## config.mk

```make
export PLATFORM = sky130hd
export DESIGN_NAME = ars_top
export DESIGN_NICKNAME = d
export VERILOG_FILES = /design/src/core/ars_pkg.sv /design/src/core/ars_ref_sel.sv /design/src/core/ars_pin_ctl.sv /design/src/core/ars_top.sv
export SDC_FILE = /design/constraint.sdc
export NUM_CORES = 1
export LEC_CHECK = 0
export BUFFER_PORTS_ARGS = -buffer_cell sky130_fd_sc_hd__buf_2
export CAP_MARGIN = 20
export CORE_MARGIN = 3
export CORE_UTILIZATION = 45
export CTS_BUF_LIST = sky130_fd_sc_hd__clkbuf_8 sky130_fd_sc_hd__clkbuf_16
export DETAILED_ROUTE_END_ITERATION = 16
export HOLD_SLACK_MARGIN = 0.03
export PLACE_DENSITY = 0.76
export SETUP_SLACK_MARGIN = 0.05
export SLEW_MARGIN = 40
export SYNTH_ARGS = -nofsm -noshare
export SYNTH_HDL_FRONTEND = slang
export SYNTH_HIERARCHICAL = 1
export SYNTH_SLANG_ARGS = --single-unit
```

## constraint.sdc

```tcl
create_clock -name mclk -period 3.6 [get_ports mclk]
set_input_delay 0.18 -clock mclk [delete_from_list [all_inputs] [get_ports mclk]]
set_output_delay 0.18 -clock mclk [all_outputs]
set_load 0.02 [all_outputs]
```

## src/core/ars_pkg.sv

```systemverilog
// Package for the converter reference and input selection block.
// Assumes one system clock; every user names items as ars_pkg::name.
package ars_pkg;

    // Reference select field codes.
    localparam logic [1:0] REF_SEL_PIN_LDO = 2'h0;
    localparam logic [1:0] REF_SEL_AVDD_A  = 2'h1;
    localparam logic [1:0] REF_SEL_TSV     = 2'h2;
    localparam logic [1:0] REF_SEL_AVDD_B  = 2'h3;

    // Share field value that hands the shared pin to the reference input.
    localparam logic [1:0] SHARE_VREF      = 2'h2;
    localparam int         SHARE_VREF_MSB  = 7;
    localparam int         SHARE_VREF_LSB  = 6;

    // Regulator voltage codes usable as a reference: 010, 011 and 11x.
    localparam logic [2:0] REGV_A          = 3'h2;
    localparam logic [2:0] REGV_B          = 3'h3;
    localparam logic [1:0] REGV_HI_TOP     = 2'h3;

    // Input source select codes.
    localparam logic [2:0] INS_EXT0        = 3'h0;
    localparam logic [2:0] INS_BANDGAP     = 3'h1;
    localparam logic [2:0] INS_TSO         = 3'h2;
    localparam logic [2:0] INS_OPOUT       = 3'h3;
    localparam logic [2:0] INS_OPP         = 3'h4;
    localparam logic [2:0] INS_EXT5        = 3'h5;
    localparam logic [2:0] INS_EXT6        = 3'h6;
    localparam logic [2:0] INS_FORBID      = 3'h7;

    // Channel count and pin reset values.
    localparam int         NUM_CH          = 8;
    localparam logic [7:0] PIN_OE_N_RST    = 8'hFF;
    localparam logic [7:0] PIN_ZERO        = 8'h00;

    // Control fields held by the block.
    typedef struct packed {
        logic [1:0] ref_source_sel;
        logic [1:0] port_b_share_low;
        logic       regulator_path_switch;
        logic [2:0] regulator_voltage_sel;
        logic       temp_sensor_enable;
        logic [2:0] input_source_sel;
        logic [3:0] channel_sel;
    } ars_ctrl_t;

    localparam ars_ctrl_t CTRL_RST = '0;

    // One-hot reference source in use.
    typedef enum logic [4:0] {
        REF_NONE = 5'h01,
        REF_PIN  = 5'h02,
        REF_LDO  = 5'h04,
        REF_AVDD = 5'h08,
        REF_TSV  = 5'h10
    } ars_ref_kind_t;

    // One-hot converter input route.
    typedef enum logic [5:0] {
        ROUTE_FLOAT = 6'h01,
        ROUTE_EXT   = 6'h02,
        ROUTE_BG    = 6'h04,
        ROUTE_TSO   = 6'h08,
        ROUTE_OPOUT = 6'h10,
        ROUTE_OPP   = 6'h20
    } ars_route_t;

    // Reference decoder results.
    typedef struct packed {
        ars_ref_kind_t kind;
        logic          ldo_path_en;
        logic          vref_pin_func_en;
        logic          conflict;
    } ars_ref_t;

endpackage

```

## src/core/ars_ref_sel.sv

```systemverilog
// Reference source decoder, purely combinational.
// Assumes its control fields come straight from registers.
`timescale 1ns/1ns
module ars_ref_sel (
    input  wire ars_pkg::ars_ctrl_t ctrl, // Registered control fields.
    output ars_pkg::ars_ref_t       refo  // Decoded reference switches.
);
    logic share_vref;
    logic regv_ok;
    logic sw;

    // Field qualifiers for the reference choices; regv_ok gates only the regulator one.
    assign share_vref = ctrl.port_b_share_low == ars_pkg::SHARE_VREF; // RQ3
    assign sw         = ctrl.regulator_path_switch;
    assign regv_ok    = ctrl.regulator_voltage_sel == ars_pkg::REGV_A
                     || ctrl.regulator_voltage_sel == ars_pkg::REGV_B
                     || ctrl.regulator_voltage_sel[2:1] == ars_pkg::REGV_HI_TOP; // RQ6

    // Picks exactly one reference; unsafe mixes select none.
    always_comb begin
        refo.kind             = ars_pkg::REF_NONE;
        refo.ldo_path_en      = sw; // RQ5
        refo.vref_pin_func_en = share_vref; // RQ3
        case (ctrl.ref_source_sel) // RQ1
            ars_pkg::REF_SEL_PIN_LDO: begin
                if (share_vref && !sw) begin
                    refo.kind = ars_pkg::REF_PIN; // RQ2
                end else if (!share_vref && sw && regv_ok) begin
                    refo.kind = ars_pkg::REF_LDO; // RQ2 RQ6
                end
            end
            ars_pkg::REF_SEL_AVDD_A, ars_pkg::REF_SEL_AVDD_B: begin
                if (!share_vref && !sw) begin
                    refo.kind = ars_pkg::REF_AVDD; // RQ8
                end
            end
            ars_pkg::REF_SEL_TSV: begin
                if (ctrl.temp_sensor_enable && !share_vref && !sw) begin
                    refo.kind = ars_pkg::REF_TSV; // RQ9
                end
            end
            default: begin
                refo.kind = ars_pkg::REF_NONE;
            end
        endcase
        // Flags a setup that would tie two references together.
        refo.conflict = (share_vref && sw)
                     || (ctrl.ref_source_sel != ars_pkg::REF_SEL_PIN_LDO
                         && (share_vref || sw)); // RQ10
    end
endmodule

```

## src/core/ars_pin_ctl.sv

```systemverilog
// Per-pin control of the eight analog channel pins.
// Assumes pad inputs are asynchronous and the other inputs share mclk.
`timescale 1ns/1ns
module ars_pin_ctl (
    input  wire logic       mclk,         // System clock.
    input  wire logic       reset_n,      // Asynchronous reset, active low.
    input  wire logic [7:0] an_share_en,  // Pin handed to the converter.
    input  wire logic [7:0] port_dir_in,  // Port direction, 1 is input.
    input  wire logic [7:0] pullup_req,   // Software pull-up enables.
    input  wire logic [7:0] gpio_out,     // Digital output data.
    input  wire logic [7:0] pad_in,       // Pad level seen from outside.
    output logic      [7:0] pad_out,      // Pad drive data.
    output logic      [7:0] pad_oe_n,     // Pad drive enable, low drives.
    output logic      [7:0] pullup_on,    // Pull-up actually connected.
    output logic      [7:0] gpio_in       // Filtered digital input.
);
    typedef struct packed {
        logic [7:0] s1;
        logic [7:0] s2;
        logic [7:0] s3;
        logic [7:0] din;
        logic [7:0] dout;
        logic [7:0] oe_n;
        logic [7:0] pu;
    } ars_pin_state_t;

    ars_pin_state_t st_q;
    ars_pin_state_t st_d;
    logic [7:0]     digital;

    // Analog use disables every digital function of the pin.
    assign digital = ~an_share_en; // RQ11

    // Next state: three-stage sync, then pad control.
    always_comb begin
        st_d      = st_q;
        st_d.s1   = pad_in;
        st_d.s2   = st_q.s1;
        st_d.s3   = st_q.s2;
        st_d.din  = ((st_q.s2 & st_q.s3) | (st_q.din & (st_q.s2 ^ st_q.s3))) & digital; // RQ11
        st_d.dout = gpio_out & digital; // RQ11
        st_d.oe_n = ~(digital & ~port_dir_in); // RQ13
        st_d.pu   = pullup_req & digital; // RQ12
    end

    // State register.
    always_ff @(posedge mclk or negedge reset_n) begin
        if (!reset_n) begin
            st_q      <= '0;
            st_q.oe_n <= ars_pkg::PIN_OE_N_RST;
        end else begin
            st_q <= st_d;
        end
    end

    assign pad_out   = st_q.dout;
    assign pad_oe_n  = st_q.oe_n;
    assign pullup_on = st_q.pu;
    assign gpio_in   = st_q.din;
endmodule

```

## src/core/ars_top.sv

```systemverilog
// Contract
// [RQ1] Reference source follows the two-bit select, qualified by share, switch, sensor bits.
// [RQ2] Select 00 routes the reference pin or the regulator output.
// [RQ3] Share field 10 in port B share bits 7:6 enables the reference pin.
// [RQ4] Software clears the regulator switch when using the reference pin.
// [RQ5] Regulator switch high connects regulator output to the reference; low cuts it.
// [RQ6] Regulator voltage codes 010, 011, 11x are the only usable reference levels.
// [RQ7] Software keeps the share field off 10 when using the regulator.
// [RQ8] Select 01 and 11 both route the analog supply.
// [RQ9] Select 10 routes the sensor reference; sensor enable must be set first.
// [RQ10] For supply or sensor reference, software keeps switch cleared and share off 10.
// [RQ11] A pin used as analog channel loses all its other functions.
// [RQ12] Pull-ups drop automatically on pins used as analog inputs.
// [RQ13] Analog pin use overrides the port direction setting.
// [RQ14] Input codes 000, 101, 110 pick an external channel by channel field.
// [RQ15] Channel 0000-0111 picks pins 0-7; 1000-1111 leaves the input floating.
// [RQ16] Codes 001-100 pick bandgap, sensor output, op-amp output, op-amp input.
// [RQ17] With an internal source, software sets channel field to 1000-1111.
// [RQ18] Software never writes 111 into the input source field.
// [RQ19] Switch enables are exclusive, decoded from registers, valid the cycle after write.
//
// Top of the reference and input selection block.
// Assumes software writes all control fields at once with a one-cycle strobe.
`timescale 1ns/1ns
module ars_top (
    input  wire logic               mclk,          // System clock, 50 MHz.
    input  wire logic               reset_n,       // Asynchronous reset, active low.
    input  wire logic               cfg_wr,        // Control write strobe.
    input  wire ars_pkg::ars_ctrl_t cfg_d,         // Control write data.
    input  wire logic [7:0]         an_share_en,   // Pin share bits for channels.
    input  wire logic [7:0]         port_dir_in,   // Port direction, 1 is input.
    input  wire logic [7:0]         pullup_req,    // Software pull-up enables.
    input  wire logic [7:0]         gpio_out,      // Digital output data.
    input  wire logic [7:0]         pad_in,        // Pad levels.
    output logic      [7:0]         pad_out,       // Pad drive data.
    output logic      [7:0]         pad_oe_n,      // Pad drive enable, low drives.
    output logic      [7:0]         pullup_on,     // Pull-ups connected.
    output logic      [7:0]         gpio_in,       // Digital input data.
    output ars_pkg::ars_ctrl_t      ctrl_q,        // Control readback.
    output ars_pkg::ars_ref_kind_t  ref_kind,      // Reference switch in use.
    output logic                    ldo_path_en,   // Regulator path switch.
    output logic                    vref_pin_func, // Reference pin function on.
    output logic                    ref_conflict,  // References would collide.
    output ars_pkg::ars_route_t     input_route,   // Converter input route.
    output logic      [7:0]         ext_ch_en,     // External channel switches.
    output logic                    input_conflict,// Pin and internal mix.
    output logic                    write_refused  // Forbidden input code seen.
);
    typedef struct packed {
        ars_pkg::ars_ctrl_t ctrl;
        logic               refused;
    } ars_top_state_t;

    ars_top_state_t    st_q;
    ars_top_state_t    st_d;
    ars_pkg::ars_ref_t refo;
    logic              internal;

    // Takes a control write; a forbidden input code keeps the old field.
    always_comb begin
        st_d         = st_q;
        st_d.refused = 1'b0;
        if (cfg_wr) begin
            st_d.ctrl = cfg_d; // RQ19
            if (cfg_d.input_source_sel == ars_pkg::INS_FORBID) begin
                st_d.ctrl.input_source_sel = st_q.ctrl.input_source_sel; // RQ18
                st_d.refused               = 1'b1;
            end
        end
    end

    // State register.
    always_ff @(posedge mclk or negedge reset_n) begin
        if (!reset_n) begin
            st_q <= '0;
            st_q.ctrl <= ars_pkg::CTRL_RST;
        end else begin
            st_q <= st_d;
        end
    end

    assign ctrl_q        = st_q.ctrl;
    assign write_refused = st_q.refused;

    // Reference decoder on the registered fields.
    ars_ref_sel u_ref (
        .ctrl (st_q.ctrl),
        .refo (refo)
    );

    assign ref_kind      = refo.kind; // RQ19
    assign ldo_path_en   = refo.ldo_path_en;
    assign vref_pin_func = refo.vref_pin_func_en;
    assign ref_conflict  = refo.conflict;

    // Input route decoder; on an external code a channel code above seven leaves it floating.
    always_comb begin
        input_route = ars_pkg::ROUTE_FLOAT;
        case (st_q.ctrl.input_source_sel)
            ars_pkg::INS_EXT0, ars_pkg::INS_EXT5, ars_pkg::INS_EXT6: begin
                if (st_q.ctrl.channel_sel[3]) begin
                    input_route = ars_pkg::ROUTE_FLOAT; // RQ15
                end else begin
                    input_route = ars_pkg::ROUTE_EXT; // RQ14
                end
            end
            ars_pkg::INS_BANDGAP: begin
                input_route = ars_pkg::ROUTE_BG; // RQ16
            end
            ars_pkg::INS_TSO: begin
                input_route = ars_pkg::ROUTE_TSO; // RQ16
            end
            ars_pkg::INS_OPOUT: begin
                input_route = ars_pkg::ROUTE_OPOUT; // RQ16
            end
            ars_pkg::INS_OPP: begin
                input_route = ars_pkg::ROUTE_OPP; // RQ16
            end
            default: begin
                input_route = ars_pkg::ROUTE_FLOAT;
            end
        endcase
    end

    // One channel switch per pin, closed only on an external route.
    genvar gi;
    generate
        for (gi = 0; gi < ars_pkg::NUM_CH; gi++) begin : g_ch
            assign ext_ch_en[gi] = (input_route == ars_pkg::ROUTE_EXT)
                && (st_q.ctrl.channel_sel[2:0] == 3'(gi)); // RQ15
        end
    endgenerate

    // Internal source with a real channel code would short pin and signal.
    assign internal       = (input_route != ars_pkg::ROUTE_EXT)
                         && (input_route != ars_pkg::ROUTE_FLOAT);
    assign input_conflict = internal && !st_q.ctrl.channel_sel[3]; // RQ17

    // Pin control for the eight channel pins.
    ars_pin_ctl u_pin (
        .mclk        (mclk),
        .reset_n     (reset_n),
        .an_share_en (an_share_en),
        .port_dir_in (port_dir_in),
        .pullup_req  (pullup_req),
        .gpio_out    (gpio_out),
        .pad_in      (pad_in),
        .pad_out     (pad_out),
        .pad_oe_n    (pad_oe_n),
        .pullup_on   (pullup_on),
        .gpio_in     (gpio_in)
    );
endmodule

```

======== Yosys cells after proc, flatten, opt, wreduce, memory -nomap -nowiden ========
Cells that the tools add are included.
storage, ports and cells
  register bits ........................... 73
  latch bits .............................. 0
  bits in writable memories ............... 0
  ROM bits ................................ 0
  input port bits ......................... 59
  output and inout port bits .............. 72
  word-level logic and storage cells ...... 92
  memories ................................ 0
cells by class
  $add $sub $neg .......................... 0
  multiply operators ...................... 0
  div/mod/pow operators ................... 0
  order comparisons ....................... 0
  equal/unequal tests ..................... 24
  shifts and indexed selects .............. 0
  muxes and demuxes ....................... 9
  bitwise operators ....................... 12
  reductions and logical operators ........ 32
operators by type and width
  operator                                       number
  AND 8 bit                                      6
  case mux 6 bit (5 select lines)                1
  == test 3 bit, second input constant           8
  inverter 8 bit                                 3
  == test 3 x 2 -> 1 bit, second input constant  6
  logical AND 1 bit                              18
  case mux 5 bit (3 select lines)                1
  2-to-1 mux 5 bit                               2
  == test 2 bit, second input constant           4
  OR 8 bit                                       1
  bitwise XOR 8 bit                              1
  == test 3 x 1 -> 1 bit, second input constant  2
  == test 6 x 2 -> 1 bit, second input constant  1
  logical NOT 3 bit                              2
  != test 6 x 1 -> 1 bit, second input constant  1
  != test 6 x 2 -> 1 bit, second input constant  1
  logical OR 1 bit                               4
  2-to-1 mux 4 bit                               1
  logical NOT 1 bit                              3
  2-to-1 mux 3 bit                               1
  OR reduction 3 bit                             1
  == test 2 x 1 -> 1 bit, second input constant  1
  logical NOT 2 bit                              1
  2-to-1 mux 1 bit                               2
  other kinds (5)                                5

======== Logic depth before layout (Yosys ltp) ========
  depth after elaboration ................. 7
  mapped depth ............................ 5
  depth with buffers taken out ............ 3

======== Hierarchy ========
The synthesis kept the hierarchy.
modules (own cells, without submodules)
  module       times used  cells an instance  area an instance (µm²)  sequential area each (µm²)
  ars_pin_ctl  1           136                1971.9                  1411.4
  ars_top      1           78                 908.4                   425.4
  ars_ref_sel  1           15                 120.1                   0.0

======== Worst setup path after synthesis ========
OpenSTA, ideal clock, no wires.
  path kind ............................... register -> output
  start ................................... reg, netlist name ctrl_q[5]
  end ..................................... out ext_ch_en[1]
  arrival ................................. 1517 ps
  required time ........................... 3420 ps
  path slack .............................. 1903 ps
  cell stages (with the launch flop) ...... 6
  path buffers ............................ 2
  cell sequence ........................... dfrtp_1 > buf_6 > xor2_1 > o21a_1 > buf_6 > nor4b_2
between the ends
  cells in the longest elaborated chain, start to end .. 5
  elaborated cells between the ends (all ways) .. 11
  classes of those cells .................. 7 x eq/ne; 1 x mux; 3 x reduce/logical
RTL lines
  item                                                line            source
  == test 3 bit or logical NOT 3 bit (tied branches)  ars_top.sv:99   case (st_q.ctrl.input_source_sel)
  OR reduction 3 bit                                  ars_top.sv:99
  case mux 6 bit (5 select lines) *                   ars_top.sv:99
  == test 6 x 2 -> 1 bit *                            ars_top.sv:129  assign ext_ch_en[gi] = (input_route == ars_pkg::ROUTE_EXT)
  logical AND 1 bit *                                 ars_top.sv:130  && (st_q.ctrl.channel_sel[2:0] == 3'(gi));
  to (decl)                                           ars_top.sv:45   output logic [7:0] ext_ch_en,
Every way passes the cells marked *; elsewhere a longest branch is shown, timed or not.

======== Worst setup path in the final report ========
  start ................................... reg, netlist name ctrl_q[6]
  end ..................................... out ext_ch_en[2]
between the ends
  cells in the longest elaborated chain, start to end .. 5
  elaborated cells between the ends (all ways) .. 11
  classes of those cells .................. 7 x eq/ne; 1 x mux; 3 x reduce/logical
RTL lines
  item                                                line
  == test 3 bit or logical NOT 3 bit (tied branches)  ars_top.sv:99
  OR reduction 3 bit                                  ars_top.sv:99
  case mux 6 bit (5 select lines) *                   ars_top.sv:99
  == test 6 x 2 -> 1 bit *                            ars_top.sv:129
  logical AND 1 bit *                                 ars_top.sv:130
Marked as above.

==> flow_summary.toml <==
[grt]
grt_pass1_wl_um = 8790
antenna_found_initial = 0
grt_pass1_vias = 1980
grt_use_total_pct = 14.9
grt_max_degree = 74
grt_overflow_total = 0

[die]
std_cell_rows = 29
die_y_um = 87.7
die_x_um = 87.7
start_util_pct = 46.7
core_um2 = 6420
die_area_um2 = 7680
io_pins = 131

[layout]
nets = 416
antenna_cells = 0
synthToLayoutAreaGrowth_pct = 29.6
nFillCells = 546
layout-drive-gt1-share_pct = 49.7
regArea_um2 = 1840
multi_input_area_um2 = 833

[worst_setup_path]
crit_chain = "xor2_1 -> o21a_1 -> nor4_2 -> buf_2"
r2r_slack_ns = 2.61
startpoint_type = "flop"
cpMaxStageDelayCell = "dfrtp_1"
critical_path.max_stage_delay_ns = 0.50
worstPathRequired_ns = 3.42
critPathArrivalTime_ns = 1.82
cp_max_fo = 11
endpoint_kind = "output port"
critPathKind = "flop to output port"

[routing]
drt_iter0_drc = 45
routedWlPerCell_um = 13.0
num_vias = 1973
drc = 0
drt-total-wl_um = 5580
via_per_inst = 4.58
dr.pass1.iters = 4
ant_nets = 0

[clock_tree]
cts-root-buf = "clkbuf_8"
cts_max_level = 3
numCtsBuffers = 9
clk_pin_slew_ns = 0.07
cts_tree = "yes"
clock_path_buffers = 2
postCtsSetupRepairBufs = 0
clk_latency_ns = 0.33
numClockSinks = 73

[synthesis]
synth.most_common_cell = "dfrtp_1"
synth_top_cell_area_share_pct = 54.2
avgSynthCellArea_um2 = 13.1
synth_edf_count = 0
syn_area_um2 = 3000
synth_nets = 296
yosysSeqAreaShare_pct = 61.2
synth-main-ff-cell = "dfrtp_1"
synth_area_leaders = "dfrtp_1, buf_4, dfstp_2"
synth_top_cells_by_count = "dfrtp_1, buf_4, nor2b_1"
yosys_warnings = 6
async_flop_share_pct = 100
synth_cells = 229
synth_top_cell_by_area = "dfrtp_1"
ys_ff_latch = 73
synth.distinct_cells = 32

[placed_design]
place_hpwl_um = 4050
gp_congestion = 0.719
port_buffers = 130

[sta]
maxSlewViolCount = 0
setup_viol = 0
final_hold_viol_count = 0
post-route-period-util_pct = 55.6
worstMarginPinSlew_ns = 0.631
finalSetupTns_ns = 0
rsz0062_at_grt = "no"
slew-limit-headroom_pct = 58.0
final.setup_skew_ns = 0.00497
fin_crit_ns = 2.00
max_freq_mhz = 499

[worst_hold_path]
hold_path_class = "primary input to flop"

[power]
power_leakage_uw = 0.00196
p_total_uw = 1970
peakVddDrop_mv = 0.329
power_density_nw_per_um2 = 507

[run_status]
outcome = "completed"

[run]
drv_cap = 0
## worst paths after layout
check / start / end / cells after the start
min in group asynchronous: reset_n / u_pin/pad_out[2]$_DFF_PN0_ / 2
max in group asynchronous: reset_n / u_pin/pad_out[1]$_DFF_PN0_ / 2
hold / removal: port_dir_in[6] / u_pin/pad_oe_n[6]$_DFF_PN1_ / 2
setup / recovery: ctrl_q[6]$_DFFE_PN0P_ / ext_ch_en[2] / 4
hold reg to reg: u_pin/st_d[41]$_DFF_PN0_ / u_pin/st_d[33]$_DFF_PN0_ / 0
setup reg to reg: u_pin/st_d[37]$_DFF_PN0_ / u_pin/gpio_in[5]$_DFF_PN0_ / 3
## logic make-up (layout without fill, tap and decap cells)
logic type | Yosys count | count (layout) | share of synthesized area, %
adders and majority gates | 10 | 10 | 4.00
AOI/OAI and AO/OA | 18 | 18 | 3.38
buffers and inverters | 45 | 170 | 11.0
xor gates and xnor gates | 2 | 2 | 0.584
and+or+nand+nor | 67 | 67 | 14.4
DFF | 73 | 73 | 61.2
muxes | 14 | 14 | 5.38
## layer usage
| metal | global-route usage (%) | part of all wire (%) |
|---|---|---|
| met5 | 0 | 0 |
| met4 | 4.88 | 1.7 |
| met3 | 6.68 | 7.6 |
| met2 | 25.8 | 51 |
| met1 | 16.2 | 39 |
## registers in the layout, summed over array words and instances (netlist names)
signal / count
ctrl_q: 16
u_pin/st_d: 16
u_pin/gpio_in: 8
u_pin/pad_oe_n: 8
u_pin/pad_out: 8
u_pin/pullup_on: 8
u_pin/st_q: 8
write_refused: 1
## repair_timing
item,in CTS,in global routing
gates resized for setup,0,0
hold buffers,21,0
hold endpoints to repair,96,0
## report_power, final
| part | switching (uW) | internal [uW] | leakage (uW) |
|---|---|---|---|
| clock network | 277 | 475 | 0.000124 |
| registers | 41.4 | 874 | 0.000877 |
| logic | 172 | 131 | 0.000958 |
## per-stage QoR
stage / util, % / hold slack (ns) / worst slack (ns) / instances / cell area (um^2)
global placement: 53.4 / 0.288 / 2.04 / 394 / 3430
detailed placement: 53.5 / 0.234 / 1.97 / 394 / 3430
finish: 60.5 / 0.0485 / 1.60 / 431 / 3890
global route: 60.5 / 0.0300 / 1.47 / 431 / 3890
floorplan: - / -0.116 / 1.90 / 229 / 3000
CTS: 60.5 / 0.0309 / 1.59 / 431 / 3890
## cell usage in the layout (no fill, tap or decap), types with 8 or more instances in the layout
master and instances:
nor2_1 13, dfrtp_1 65, mux2_2 13, dfstp_2 8, clkbuf_8 10, nor2b_1 18
buf_2 129, ha_1 8, or2_1 9, a21oi_1 15, dlygate4sd3_1 21
## worst max-delay path, delay by kind of cell, from the launching register on
family                 cells  cell delay [ns]
flip-flops                 1             0.50
AO/OA/AOI/OAI              1             0.34
AND/OR/NAND/NOR            1             0.26
buffers and inverters      1             0.20
XOR/XNOR                   1             0.19
## area by class of cell
cell class,instances,share of cell area [%]
flip-flops and latches,73,47.2
clock buffers,10,3.54
multi-input cells,111,21.4
clock inverters,6,2.73
inverters,3,0.290
well taps,77,2.48
repair buffers,151,22.3
No activity file was read; power rests on OpenSTA's default activity.
